File: config.mk
export PLATFORM = sky130hd
export DESIGN_NAME = mcu_reset_controller
export DESIGN_NICKNAME = d
export VERILOG_FILES = /design/src/rtl/rstc_pkg.sv /design/src/rtl/sync2.sv /design/src/rtl/mcu_reset_controller.sv
export VERILOG_INCLUDE_DIRS = /design/src /design/src/rtl
export SDC_FILE = /design/constraint.sdc
export NUM_CORES = 1
export LEC_CHECK = 0
export ABC_AREA = 1
export BUFFER_PORTS_ARGS = -buffer_cell sky130_fd_sc_hd__buf_4
export CAP_MARGIN = 20
export CORE_MARGIN = 8
export CORE_UTILIZATION = 35
export DETAILED_ROUTE_END_ITERATION = 6
export GPL_TIMING_DRIVEN = 0
export PLACE_DENSITY = 0.55
export SLEW_MARGIN = 40
export SYNTH_ARGS = -nofsm -noshare
export SYNTH_HDL_FRONTEND = slang
export SYNTH_HIERARCHICAL = 1
export SYNTH_SLANG_ARGS = --single-unit
File: constraint.sdc
create_clock -name core_clk -period 1.5 [get_ports core_clk]
set_input_delay 0.15 -clock core_clk [delete_from_list [all_inputs] [get_ports core_clk]]
set_output_delay 0.15 -clock core_clk [all_outputs]
set_load 0.005 [all_outputs]
File: src/rtl/rstc_consts.svh
/*
  Constants of the reset controller: register offsets, bit positions,
  reset values and timing counts.
  Assumes inclusion by bare name from the design files.
*/
`ifndef RSTC_CONSTS_SVH
`define RSTC_CONSTS_SVH

// ==================================================
// register offsets (16-bit byte address)
`define ADDR_MODE0 16'h0004
`define ADDR_MODE1 16'h0005
`define ADDR_CLKSEL 16'h0006
`define ADDR_PROT 16'h000A
`define ADDR_CAUSE 16'h000B
`define ADDR_OPT2 16'hFFDB
`define ADDR_OPT 16'hFFFF

// ==================================================
// field positions
`define BIT_SOFT_REQ 3
`define BIT_WDOG_SEL 2
`define BIT_UNLOCK 1
`define BIT_CWR 0
`define BIT_HWR 1
`define BIT_SWR 2
`define BIT_WDR 3
`define OPT_UVSEL_LO 4
`define OPT_UVSEL_HI 5
`define OPT_UVSTART 6
`define OPT2_PER_LO 0
`define OPT2_PER_HI 1
`define OPT2_WIN_LO 2
`define OPT2_WIN_HI 3

// ==================================================
// reset values
`define OPT_ERASED 8'hFF
`define CLK_LOWSPEED 2'h0

// ==================================================
// timing counts in core_clk cycles
`define POR_COUNT 6'h20
`define HOLD_CYC 3'h4

`endif

File: src/rtl/rstc_pkg.sv
/*
  Types of the reset controller: sequencer states.
  Assumes nothing beyond a SystemVerilog compiler.
*/
package rstc_pkg;

  // ==================================================
  // reset sequencer states
  typedef enum logic [1:0] {
    ST_POWER = 2'b00,
    ST_HOLD = 2'b01,
    ST_RUN = 2'b10
  } seq_state_t;

endpackage

File: src/rtl/sync2.sv
/*
  Two-flop synchroniser for levels arriving from pins.
  Assumes a single clock and a synchronous active-high reset.
*/
`timescale 1ns/1ns
module sync2 #(
  parameter logic RST_VAL = 1'b0
) (
  input wire logic core_clk,
  input wire logic srst,
  input wire logic d,
  output logic q
);

  logic meta_q;

  // ==================================================
  // first stage feeds only the second
  always_ff @(posedge core_clk) begin
    if (srst) begin
      meta_q <= RST_VAL;
      q <= RST_VAL;
    end else begin
      meta_q <= d;
      q <= meta_q;
    end
  end

endmodule

File: src/rtl/mcu_reset_controller.sv
/*
  Reset controller: merges pin, power-on, undervoltage, watchdog and
  software reset sources into one internal reset, keeps reset-cause
  flags and exposes the nonvolatile option bytes read-only.
  Assumes core_clk is the low-speed on-chip oscillator (25 MHz), srst
  is the power-on reset, and the option bytes are stable levels.
*/
// Overview of operation
// - pin held low keeps everything in reset
// - pin release starts execution at reset vector
// - any reset selects low-speed undivided clock
// - RAM never cleared; interrupted write marks undefined
// - after supply good, count 32 then release
// - enabled undervoltage resets pins, CPU and registers
// - power-on and undervoltage active only if start bit 0
// - threshold and start bits not program-writable
// - watchdog underflow resets when select bit is 1
// - watchdog period and window from option byte
// - writing soft request 1 resets the device
// - warm flag cleared at power-on and undervoltage
// - write 1 sets warm flag; other resets keep it
// - per-source detect flags set on each reset; only pin, soft and watchdog have one
// - writing 0 to warm flag does nothing
// - soft request bit always reads 0
`timescale 1ns/1ns
`include "rstc_consts.svh"
module mcu_reset_controller (
  input wire logic core_clk,
  input wire logic srst,
  input wire logic reset_pin_n,
  input wire logic supply_ok,
  input wire logic wdog_underflow,
  input wire logic ram_wr_busy,
  input wire logic [7:0] nonvolatile_option_byte,
  input wire logic [7:0] nonvolatile_option_byte_two,
  input wire logic [15:0] reg_addr,
  input wire logic [7:0] reg_wdata,
  input wire logic reg_wr,
  input wire logic reg_rd,
  output logic [7:0] reg_rdata_q,
  output logic sys_rst_n_q,
  output logic vector_fetch_q,
  output logic [1:0] clk_src_sel_q,
  output logic [1:0] uv_threshold_sel_q,
  output logic [1:0] wdog_period_sel_q,
  output logic [1:0] wdog_window_sel_q,
  output logic wdog_reset_select_q,
  output logic ram_undefined_q
);

  // ==================================================
  // declarations
  rstc_pkg::seq_state_t state_q;
  rstc_pkg::seq_state_t state_d;
  logic pin_n_s;
  logic supply_s;
  logic [7:0] opt_q;
  logic [7:0] opt2_q;
  logic [5:0] por_cnt_q;
  logic [2:0] hold_cnt_q;
  logic unlock_q;
  logic warm_start_flag_q;
  logic pin_reset_seen_q;
  logic soft_reset_seen_q;
  logic wdog_reset_seen_q;
  logic uv_en;
  logic uv_low;
  logic pin_low;
  logic soft_evt;
  logic wd_evt;
  logic hold_act;
  logic any_src;
  logic cause_wr;

  // ==================================================
  // pin-side synchronisers; pin flops reset to the idle high level, else a false pin reset
  sync2 #(.RST_VAL(1'b1)) u_sync_pin (
    .core_clk(core_clk),
    .srst(srst),
    .d(reset_pin_n),
    .q(pin_n_s)
  );

  sync2 #(.RST_VAL(1'b0)) u_sync_supply (
    .core_clk(core_clk),
    .srst(srst),
    .d(supply_ok),
    .q(supply_s)
  );

  // ==================================================
  // option bytes: captured only while in reset
  // no write path exists, so software can never alter them
  always_ff @(posedge core_clk) begin
    if (srst || !sys_rst_n_q) begin
      opt_q <= nonvolatile_option_byte;
      opt2_q <= nonvolatile_option_byte_two;
    end
  end

  assign uv_threshold_sel_q = {opt_q[`OPT_UVSEL_HI], opt_q[`OPT_UVSEL_LO]};
  assign wdog_period_sel_q = {opt2_q[`OPT2_PER_HI], opt2_q[`OPT2_PER_LO]};
  assign wdog_window_sel_q = {opt2_q[`OPT2_WIN_HI], opt2_q[`OPT2_WIN_LO]};

  // ==================================================
  // reset sources
  // undervoltage and power-on logic live only when start bit is 0
  assign uv_en = ~opt_q[`OPT_UVSTART];
  assign uv_low = uv_en & ~supply_s;
  assign pin_low = ~pin_n_s;

  // unlock gates mode register writes
  assign soft_evt = reg_wr && (reg_addr == `ADDR_MODE0) && reg_wdata[`BIT_SOFT_REQ]
                    && unlock_q && sys_rst_n_q;
  assign wd_evt = wdog_underflow && wdog_reset_select_q && sys_rst_n_q;
  assign hold_act = (hold_cnt_q != 3'h0);
  assign any_src = pin_low | hold_act | soft_evt | wd_evt;
  assign cause_wr = reg_wr && (reg_addr == `ADDR_CAUSE) && sys_rst_n_q;

  // ==================================================
  // hold time for one-cycle sources (soft, watchdog)
  // a pulse alone would give the core too short a reset
  always_ff @(posedge core_clk) begin
    if (srst) begin
      hold_cnt_q <= 3'h0;
    end else if (soft_evt || wd_evt) begin
      hold_cnt_q <= `HOLD_CYC - 3'h1;
    end else if (hold_act) begin
      hold_cnt_q <= hold_cnt_q - 3'h1;
    end
  end

  // ==================================================
  // power-up count: 32 clean cycles of good supply
  always_ff @(posedge core_clk) begin
    if (srst || uv_low || state_q != rstc_pkg::ST_POWER) begin
      por_cnt_q <= 6'h00;
    end else begin
      por_cnt_q <= por_cnt_q + 6'h01;
    end
  end

  // ==================================================
  // sequencer next state
  // undervoltage beats everything, then the ORed sources
  always_comb begin
    state_d = state_q;
    case (state_q)
      rstc_pkg::ST_POWER: begin
        if (!uv_en) begin
          state_d = rstc_pkg::ST_HOLD;
        end else if (!uv_low && por_cnt_q == `POR_COUNT - 6'h01) begin
          state_d = rstc_pkg::ST_HOLD;
        end
      end
      rstc_pkg::ST_HOLD: begin
        if (uv_low) begin
          state_d = rstc_pkg::ST_POWER;
        end else if (!any_src) begin
          state_d = rstc_pkg::ST_RUN;
        end
      end
      rstc_pkg::ST_RUN: begin
        if (uv_low) begin
          state_d = rstc_pkg::ST_POWER;
        end else if (any_src) begin
          state_d = rstc_pkg::ST_HOLD;
        end
      end
      default: begin
        state_d = rstc_pkg::ST_POWER;
      end
    endcase
  end

  // ==================================================
  // sequencer registers; release is always on a clock edge
  always_ff @(posedge core_clk) begin
    if (srst) begin
      state_q <= rstc_pkg::ST_POWER;
      sys_rst_n_q <= 1'b0;
      vector_fetch_q <= 1'b0;
    end else begin
      state_q <= state_d;
      sys_rst_n_q <= (state_d == rstc_pkg::ST_RUN);
      vector_fetch_q <= (state_d == rstc_pkg::ST_RUN)
                        && (state_q != rstc_pkg::ST_RUN);
    end
  end

  // ==================================================
  // protect and mode registers: cleared by any reset
  always_ff @(posedge core_clk) begin
    if (srst || !sys_rst_n_q) begin
      unlock_q <= 1'b0;
      wdog_reset_select_q <= 1'b0;
    end else begin
      if (reg_wr && reg_addr == `ADDR_PROT) begin
        unlock_q <= reg_wdata[`BIT_UNLOCK];
      end
      if (reg_wr && reg_addr == `ADDR_MODE1 && unlock_q) begin
        wdog_reset_select_q <= reg_wdata[`BIT_WDOG_SEL];
      end
    end
  end

  // ==================================================
  // clock source select
  // forced back to low-speed undivided during every reset
  always_ff @(posedge core_clk) begin
    if (srst || !sys_rst_n_q) begin
      clk_src_sel_q <= `CLK_LOWSPEED;
    end else if (reg_wr && reg_addr == `ADDR_CLKSEL) begin
      clk_src_sel_q <= reg_wdata[1:0];
    end
  end

  // ==================================================
  // warm-start flag
  // the undervoltage clear wins over a same-cycle write of 1
  always_ff @(posedge core_clk) begin
    if (srst || uv_low) begin
      warm_start_flag_q <= 1'b0;
    end else if (cause_wr && reg_wdata[`BIT_CWR]) begin
      warm_start_flag_q <= 1'b1;
    end
  end

  // ==================================================
  // detect flags: hardware sets, only power-on clears
  always_ff @(posedge core_clk) begin
    if (srst) begin
      pin_reset_seen_q <= 1'b0;
      soft_reset_seen_q <= 1'b0;
      wdog_reset_seen_q <= 1'b0;
    end else begin
      if (pin_low) begin
        pin_reset_seen_q <= 1'b1;
      end
      if (soft_evt) begin
        soft_reset_seen_q <= 1'b1;
      end
      if (wd_evt) begin
        wdog_reset_seen_q <= 1'b1;
      end
    end
  end

  // ==================================================
  // RAM is never cleared; only flag a reset that cut a write
  always_ff @(posedge core_clk) begin
    if (srst) begin
      ram_undefined_q <= 1'b0;
    end else if (sys_rst_n_q && (any_src || uv_low) && ram_wr_busy) begin
      ram_undefined_q <= 1'b1;
    end
  end

  // ==================================================
  // read-back, valid only in the cycle after the strobe
  always_ff @(posedge core_clk) begin
    if (srst || !reg_rd) begin
      reg_rdata_q <= 8'h00;
    end else begin
      case (reg_addr)
        `ADDR_MODE0: reg_rdata_q <= 8'h00;
        `ADDR_MODE1: reg_rdata_q <= {5'h00, wdog_reset_select_q, 2'h0};
        `ADDR_CLKSEL: reg_rdata_q <= {6'h00, clk_src_sel_q};
        `ADDR_PROT: reg_rdata_q <= {6'h00, unlock_q, 1'b0};
        `ADDR_CAUSE: reg_rdata_q <= {4'h0, wdog_reset_seen_q, soft_reset_seen_q,
                                      pin_reset_seen_q, warm_start_flag_q};
        `ADDR_OPT: reg_rdata_q <= opt_q;
        `ADDR_OPT2: reg_rdata_q <= opt2_q;
        default: reg_rdata_q <= 8'h00;
      endcase
    end
  end
endmodule

# --- Yosys cells after proc, flatten, opt, wreduce, memory -nomap -nowiden ---
# Cells that the tools add are included.
word_totals:
  reg_bits: 50
  in_bits: 48
  out_inout_bits: 20
  word_cells: 83
classes:
  addsub: 2
  n_eq_ne: 12
  n_mux: 10
  bitwise: 7
  n_reduce_logical: 31
op_table:
  columns: ["op", "n"]
  rows:
  - ["$eq 16x3->1 const B", 3]
  - ["$pmux 8 s6", 1]
  - ["$eq 16x16->1 const B", 2]
  - ["$eq 16x4->1 const B", 2]
  - ["$logic_and 1x1->1", 17]
  - ["$mux 2", 8]
  - ["$add 6x1->6 const B", 1]
  - ["$eq 6x5->1 const B", 1]
  - ["$logic_or 1x1->1", 6]
  - ["$pmux 2 s3", 1]
  - ["$eq 2x2->1 const B", 2]
  - ["$reduce_bool 2->1", 2]
  - ["$logic_not 1->1", 3]
  - ["$not 1->1", 3]
  - ["$or 1x1->1", 3]
  - ["$reduce_bool 3->1", 1]
  - ["$sub 3x1->3 const B", 1]
  - ["$eq 2x1->1 const B", 1]
  - ["$logic_not 2->1", 1]
  - ["$ne 2x2->1 const B", 1]
  - ["$reduce_or 2->1", 1]
  - ["$and 1x1->1", 1]

# --- Longest topological paths before layout ---
depth:
  depth_word: 12
  ltp_mapped: 11

# --- Cells and area by module ---
# Netlist, hierarchy kept.
by_module_without_submodules:
  columns: ["module", "n_inst", "cells_each", "area_per_inst_um2", "seq_area_each_um2"]
  rows:
  - ["mcu_reset_controller", 1, 252, 2138.3, 1081.0]
  - ["sync2 (u_sync_pin)", 1, 7, 58.8, 40.0]
  - ["sync2 (u_sync_supply)", 1, 6, 55.1, 40.0]

# --- Worst setup path after synthesis ---
# Ideal clock, no wire load.
synth_timing:
  path_type: "flip-flop to flip-flop"
  from: "reg sys_rst_n_q"
  to: "reg clk_src_sel_q[1]"
  setup_time_ns: 0.070
  arrival_time_ns: 1.080
  slack_ns: 0.350
  path_stages_with_launch: 5
  synth_period_minus_slack_ns: 1.150
  path_cell_list: "dfxtp_1 -> nand2_1 -> inv_1 -> o21ai_0 -> a21oi_1"
synth_between:
  elab_chain_cells: 2
synth_lines:
  columns: ["element", "line_no", "rtl"]
  rows:
  - ["from (decl)", "mcu_reset_controller.sv:41", "output logic sys_rst_n_q,"]
  - ["from (signal assigned)", "mcu_reset_controller.sv:185", "sys_rst_n_q <= (state_d == rstc_pkg::ST_RUN);"]
  - ["$logic_not 1->1", "mcu_reset_controller.sv:211", "if (srst || !sys_rst_n_q) begin"]
  - ["$logic_or 1x1->1", "mcu_reset_controller.sv:211", null]
  - ["to (signal assigned)", "mcu_reset_controller.sv:212", "clk_src_sel_q <= `CLK_LOWSPEED;"]
  - ["to (signal assigned)", "mcu_reset_controller.sv:214", "clk_src_sel_q <= reg_wdata[1:0];"]
  - ["to (decl)", "mcu_reset_controller.sv:43", "output logic [1:0] clk_src_sel_q,"]
# Every way passes these cells.
# A chain may end at the register's enable or synchronous reset.

# --- Worst setup path in the final report ---
layout_timing:
  from: "reg sys_rst_n_q"
  to: "reg state_q[0]"
layout_between:
  elab_chain_cells: 6
layout_lines:
  columns: ["element", "line_no", "rtl"]
  rows:
  - ["$logic_and 1x1->1", "mcu_reset_controller.sv:113", "assign soft_evt = reg_wr && (reg_addr == `ADDR_MODE0) && reg_wdata[`BIT_SOFT_REQ]"]
  - ["$or 1x1->1", "mcu_reset_controller.sv:117", "assign any_src = pin_low | hold_act | soft_evt | wd_evt;"]
  - ["$or 1x1->1 (*)", "mcu_reset_controller.sv:117", null]
  - ["$mux 2 (on tied branches)", "mcu_reset_controller.sv:166, mcu_reset_controller.sv:159", null]
  - ["$mux 2 (on tied branches)", "mcu_reset_controller.sv:164, mcu_reset_controller.sv:157", null]
  - ["$pmux 2 s3 (*)", "mcu_reset_controller.sv:148", "case (state_q)"]
  - ["to (signal assigned)", "mcu_reset_controller.sv:180", "state_q <= rstc_pkg::ST_POWER;"]
  - ["to (signal assigned)", "mcu_reset_controller.sv:184", "state_q <= state_d;"]
  - ["to (decl)", "mcu_reset_controller.sv:53", "rstc_pkg::seq_state_t state_q;"]
# Mark *: on every way between the ends. The rest lies on a longest branch, timed or not.

==> results_dict.tcl <==
set metrics [dict create \
    yosysSeqAreaShare 0.516 \
    antenna_cells 0 \
    synth_cell_types 28 \
    synth_compound_area_frac 0.0767 \
    synth.area.mux_share 0 \
    dp_cells 405 \
    start_util 0.359 \
    setup_viol 0 \
    clock-sinks 50 \
    rr_endpoint "state_q[0]" \
    ys_warn_count 6 \
    ff2ff_setup_slack_ns 0.19 \
    status "finished clean" \
    maxCapViolations 0 \
    timing.rr.start "sys_rst_n_q" \
    cp-startpoint "sys_rst_n_q" \
    dp_hpwl_mm 3.98 \
    crit_end "state_q[0]" \
    path_clk_slew_ns 0.09 \
    reg2regPathDepth 6 \
    hold_path.class "in2reg" \
    grt_pass1_wl_mm 8.11 \
    synth.top_cell.area_share 0.302 \
    hold_viol 0 \
    synth_xor_area_frac 0.00778 \
    critPathRequiredTime_ns 1.73 \
    async_flop_share 0 \
    clock_path_buffers 2 \
    die_x_um 96.2 \
    core_area_um2 6280 \
    num_vias 1821 \
    synth.area.top_cells "dfxtp_1 30%, edfxtp_1 21%, nand2_1 8.2%, inv_1 7.2%, nor2_1 6.3%" \
    synth_area_um2 2250 \
    drtIter0Drc 63 \
    htreeDepth 2 \
    rows 29 \
    routed_via_density 4.39 \
    worstPathArrival_ns 1.54 \
    crit_type "reg2reg" \
    grt_pass1_vias 1785 \
    grt-ovfl-total 0 \
    dieHeight_um 96.2 \
    numCtsBuffers 5 \
    cp-start-kind "register" \
    clockRootBuffer "clkbuf_8" \
    leakage_nw 1.35 \
    synth_edf_count 16 \
    fmax_mhz 764 \
    drive_above_1_share 0.305 \
    clock_latency_ns 0.30 \
    rsz0062_at_grt "false" \
    fin_cells 415 \
    syn_nets 316 \
    syn_avg_cell_area_um2 8.50 \
    worstMarginPinSlew_ns 0.439 \
    ioPinCount 68 \
    post-cts-setup-buffers 0 \
    timing.final.crit_share 0.872 \
    grt_max_degree 19 \
    drc 0 \
    syn_to_final_growth_pct 29.9 \
    cp_max_fo 6 \
    dr.pass1.iters 4 \
    skew_ns 0.0102 \
    grt_usage 0.112 \
    ys.flop_type "dfxtp_1" \
    dieArea_um2 9260 \
    synth_area_leader_cell "dfxtp_1" \
    relSlewSlack 0.706 \
    antenna_left 0 \
    nets 388 \
    drv_slew 0 \
    cellPowerDensity_nw_per_um2 953 \
    synth_top_family_by_area "simple AND/OR/NAND/NOR gates" \
    antenna_found_initial 0 \
    end_kind "register" \
    synth-simple-area-share 0.290 \
    routed_wl_mm 4.99 \
    post_drt_wl_per_cell_um 12.0 \
    fin_crit_ns 1.31 \
    synthAdderAreaFrac 0.0167 \
    synth_seq_cells 50 \
    io_buffers 63 \
    syn_inst 265 \
    gp_congestion 0.850 \
    totalPowerFinal_mw 2.79 \
    ir_drop_mv 0.568 \
    cts_tree "yes" \
]
## state kept, by name, indices dropped and copies added, names as in the netlist, 2 cells and up
register / count
opt2_q: 8
opt_q: 8
reg_rdata_q: 8
por_cnt_q: 6
hold_cnt_q: 3
clk_src_sel_q: 2
state_q: 2
## where the power goes
part           total, mW  internal, mW  leakage, nW  switching, mW
combinational      0.513         0.249        0.861          0.264
sequential          1.54          1.49        0.446         0.0472
clock              0.739         0.321       0.0426          0.418
## cells in the final DEF (no fill, tap or decap), types with 2 or more instances in the layout
master,instances
nor3_1,10
o21ai_0,7
nor2_2,10
nand3_1,6
a22o_1,4
nand2_2,5
nor2_1,38
edfxtp_1,16
dfxtp_1,33
buf_4,69
a21oi_1,12
dlygate4sd3_1,2
nand2_1,48
nand3_2,4
inv_1,43
ha_1,3
clkbuf_8,5
nor2_8,2
nand4_1,5
nor2_4,2
## through the flow
step,area (um^2),hold WS [ns],util,setup TNS (ns),setup WS (ns)
floorplan,2250,0.219,-,0,0.350
global placement,2820,0.329,0.449,-0.260,-0.0893
detailed placement,2820,0.329,0.449,-0.198,-0.0730
CTS,2910,0.0120,0.463,0,0.0800
global route,2930,0.000236,0.466,0,0.0454
finish,2930,0.0216,0.466,0,0.191
## critical path, cell delays in order, from the launching register on
cell and delay [ns]:
dfxtp_2 0.42, nand2_1 0.07, nor3_1 0.18, nand3_1 0.22, nand3_2 0.16, nand2_1 0.07
a21oi_1 0.13
## routing by layer
metal	wire, um	share of wire	vias to the layer above	track usage
met5	0	0	-	0
met4	66	0.013	0	0.0423
met1	2320	0.47	790	0.147
met2	2170	0.44	49	0.170
met3	427	0.086	6	0.0328
li1	-	-	976	-
## cell usage after synthesis (5+ instances only)
| library cell | count |
|---|---|
| nand3_1 | 6 |
| nand2_1 | 49 |
| dfxtp_1 | 34 |
| nor2_2 | 10 |
| nor2_1 | 38 |
| a21oi_1 | 12 |
| inv_1 | 43 |
| nor3_1 | 10 |
| o21ai_0 | 7 |
| nand4_1 | 5 |
| edfxtp_1 | 16 |
| buf_4 | 6 |
## cells by family (layout without fill, tap and decap cells)
| group | count (synthesis) | count (layout) |
|---|---|---|
| and+or+nand+nor | 133 | 133 |
| DFF | 50 | 50 |
| buffers and inverters | 50 | 123 |
| AOI/OAI and AO/OA | 27 | 27 |
| adders and majority gates | 3 | 3 |
| xor gates and xnor gates | 2 | 2 |
## cell type report
class,instances,area (um^2)
fillers,641,3350
repair buffers,65,493
multi-input cells,165,883
well taps,77,96.3
plain buffers,6,45.0
flip-flops and latches,50,1160
clock buffers,6,72.6
clock inverters,2,8.76
inverters,44,165
## worst min path at each step
stage,slack [ns],end,cells after the start,startpoint
after floorplan,0.22,pin_reset_seen_q,1,srst
after global placement,0.33,opt2_q[7],1,nonvolatile_option_byte_two[7]
after detailed placement,0.33,opt_q[4],1,nonvolatile_option_byte[4]
after CTS,0.01,opt_q[7],1,nonvolatile_option_byte[7]
after global routing,0.0002,opt_q[7],1,nonvolatile_option_byte[7]
final,0.02,opt2_q[2],1,nonvolatile_option_byte_two[2]
## timing repair
action / CTS / global route
hold endpoints to repair: 0 / 2
setup endpoints to repair: 4 / 2
resized for setup: 1 / 1
hold buffers: 0 / 2
Note: power is estimated with default switching activity, not from simulation.
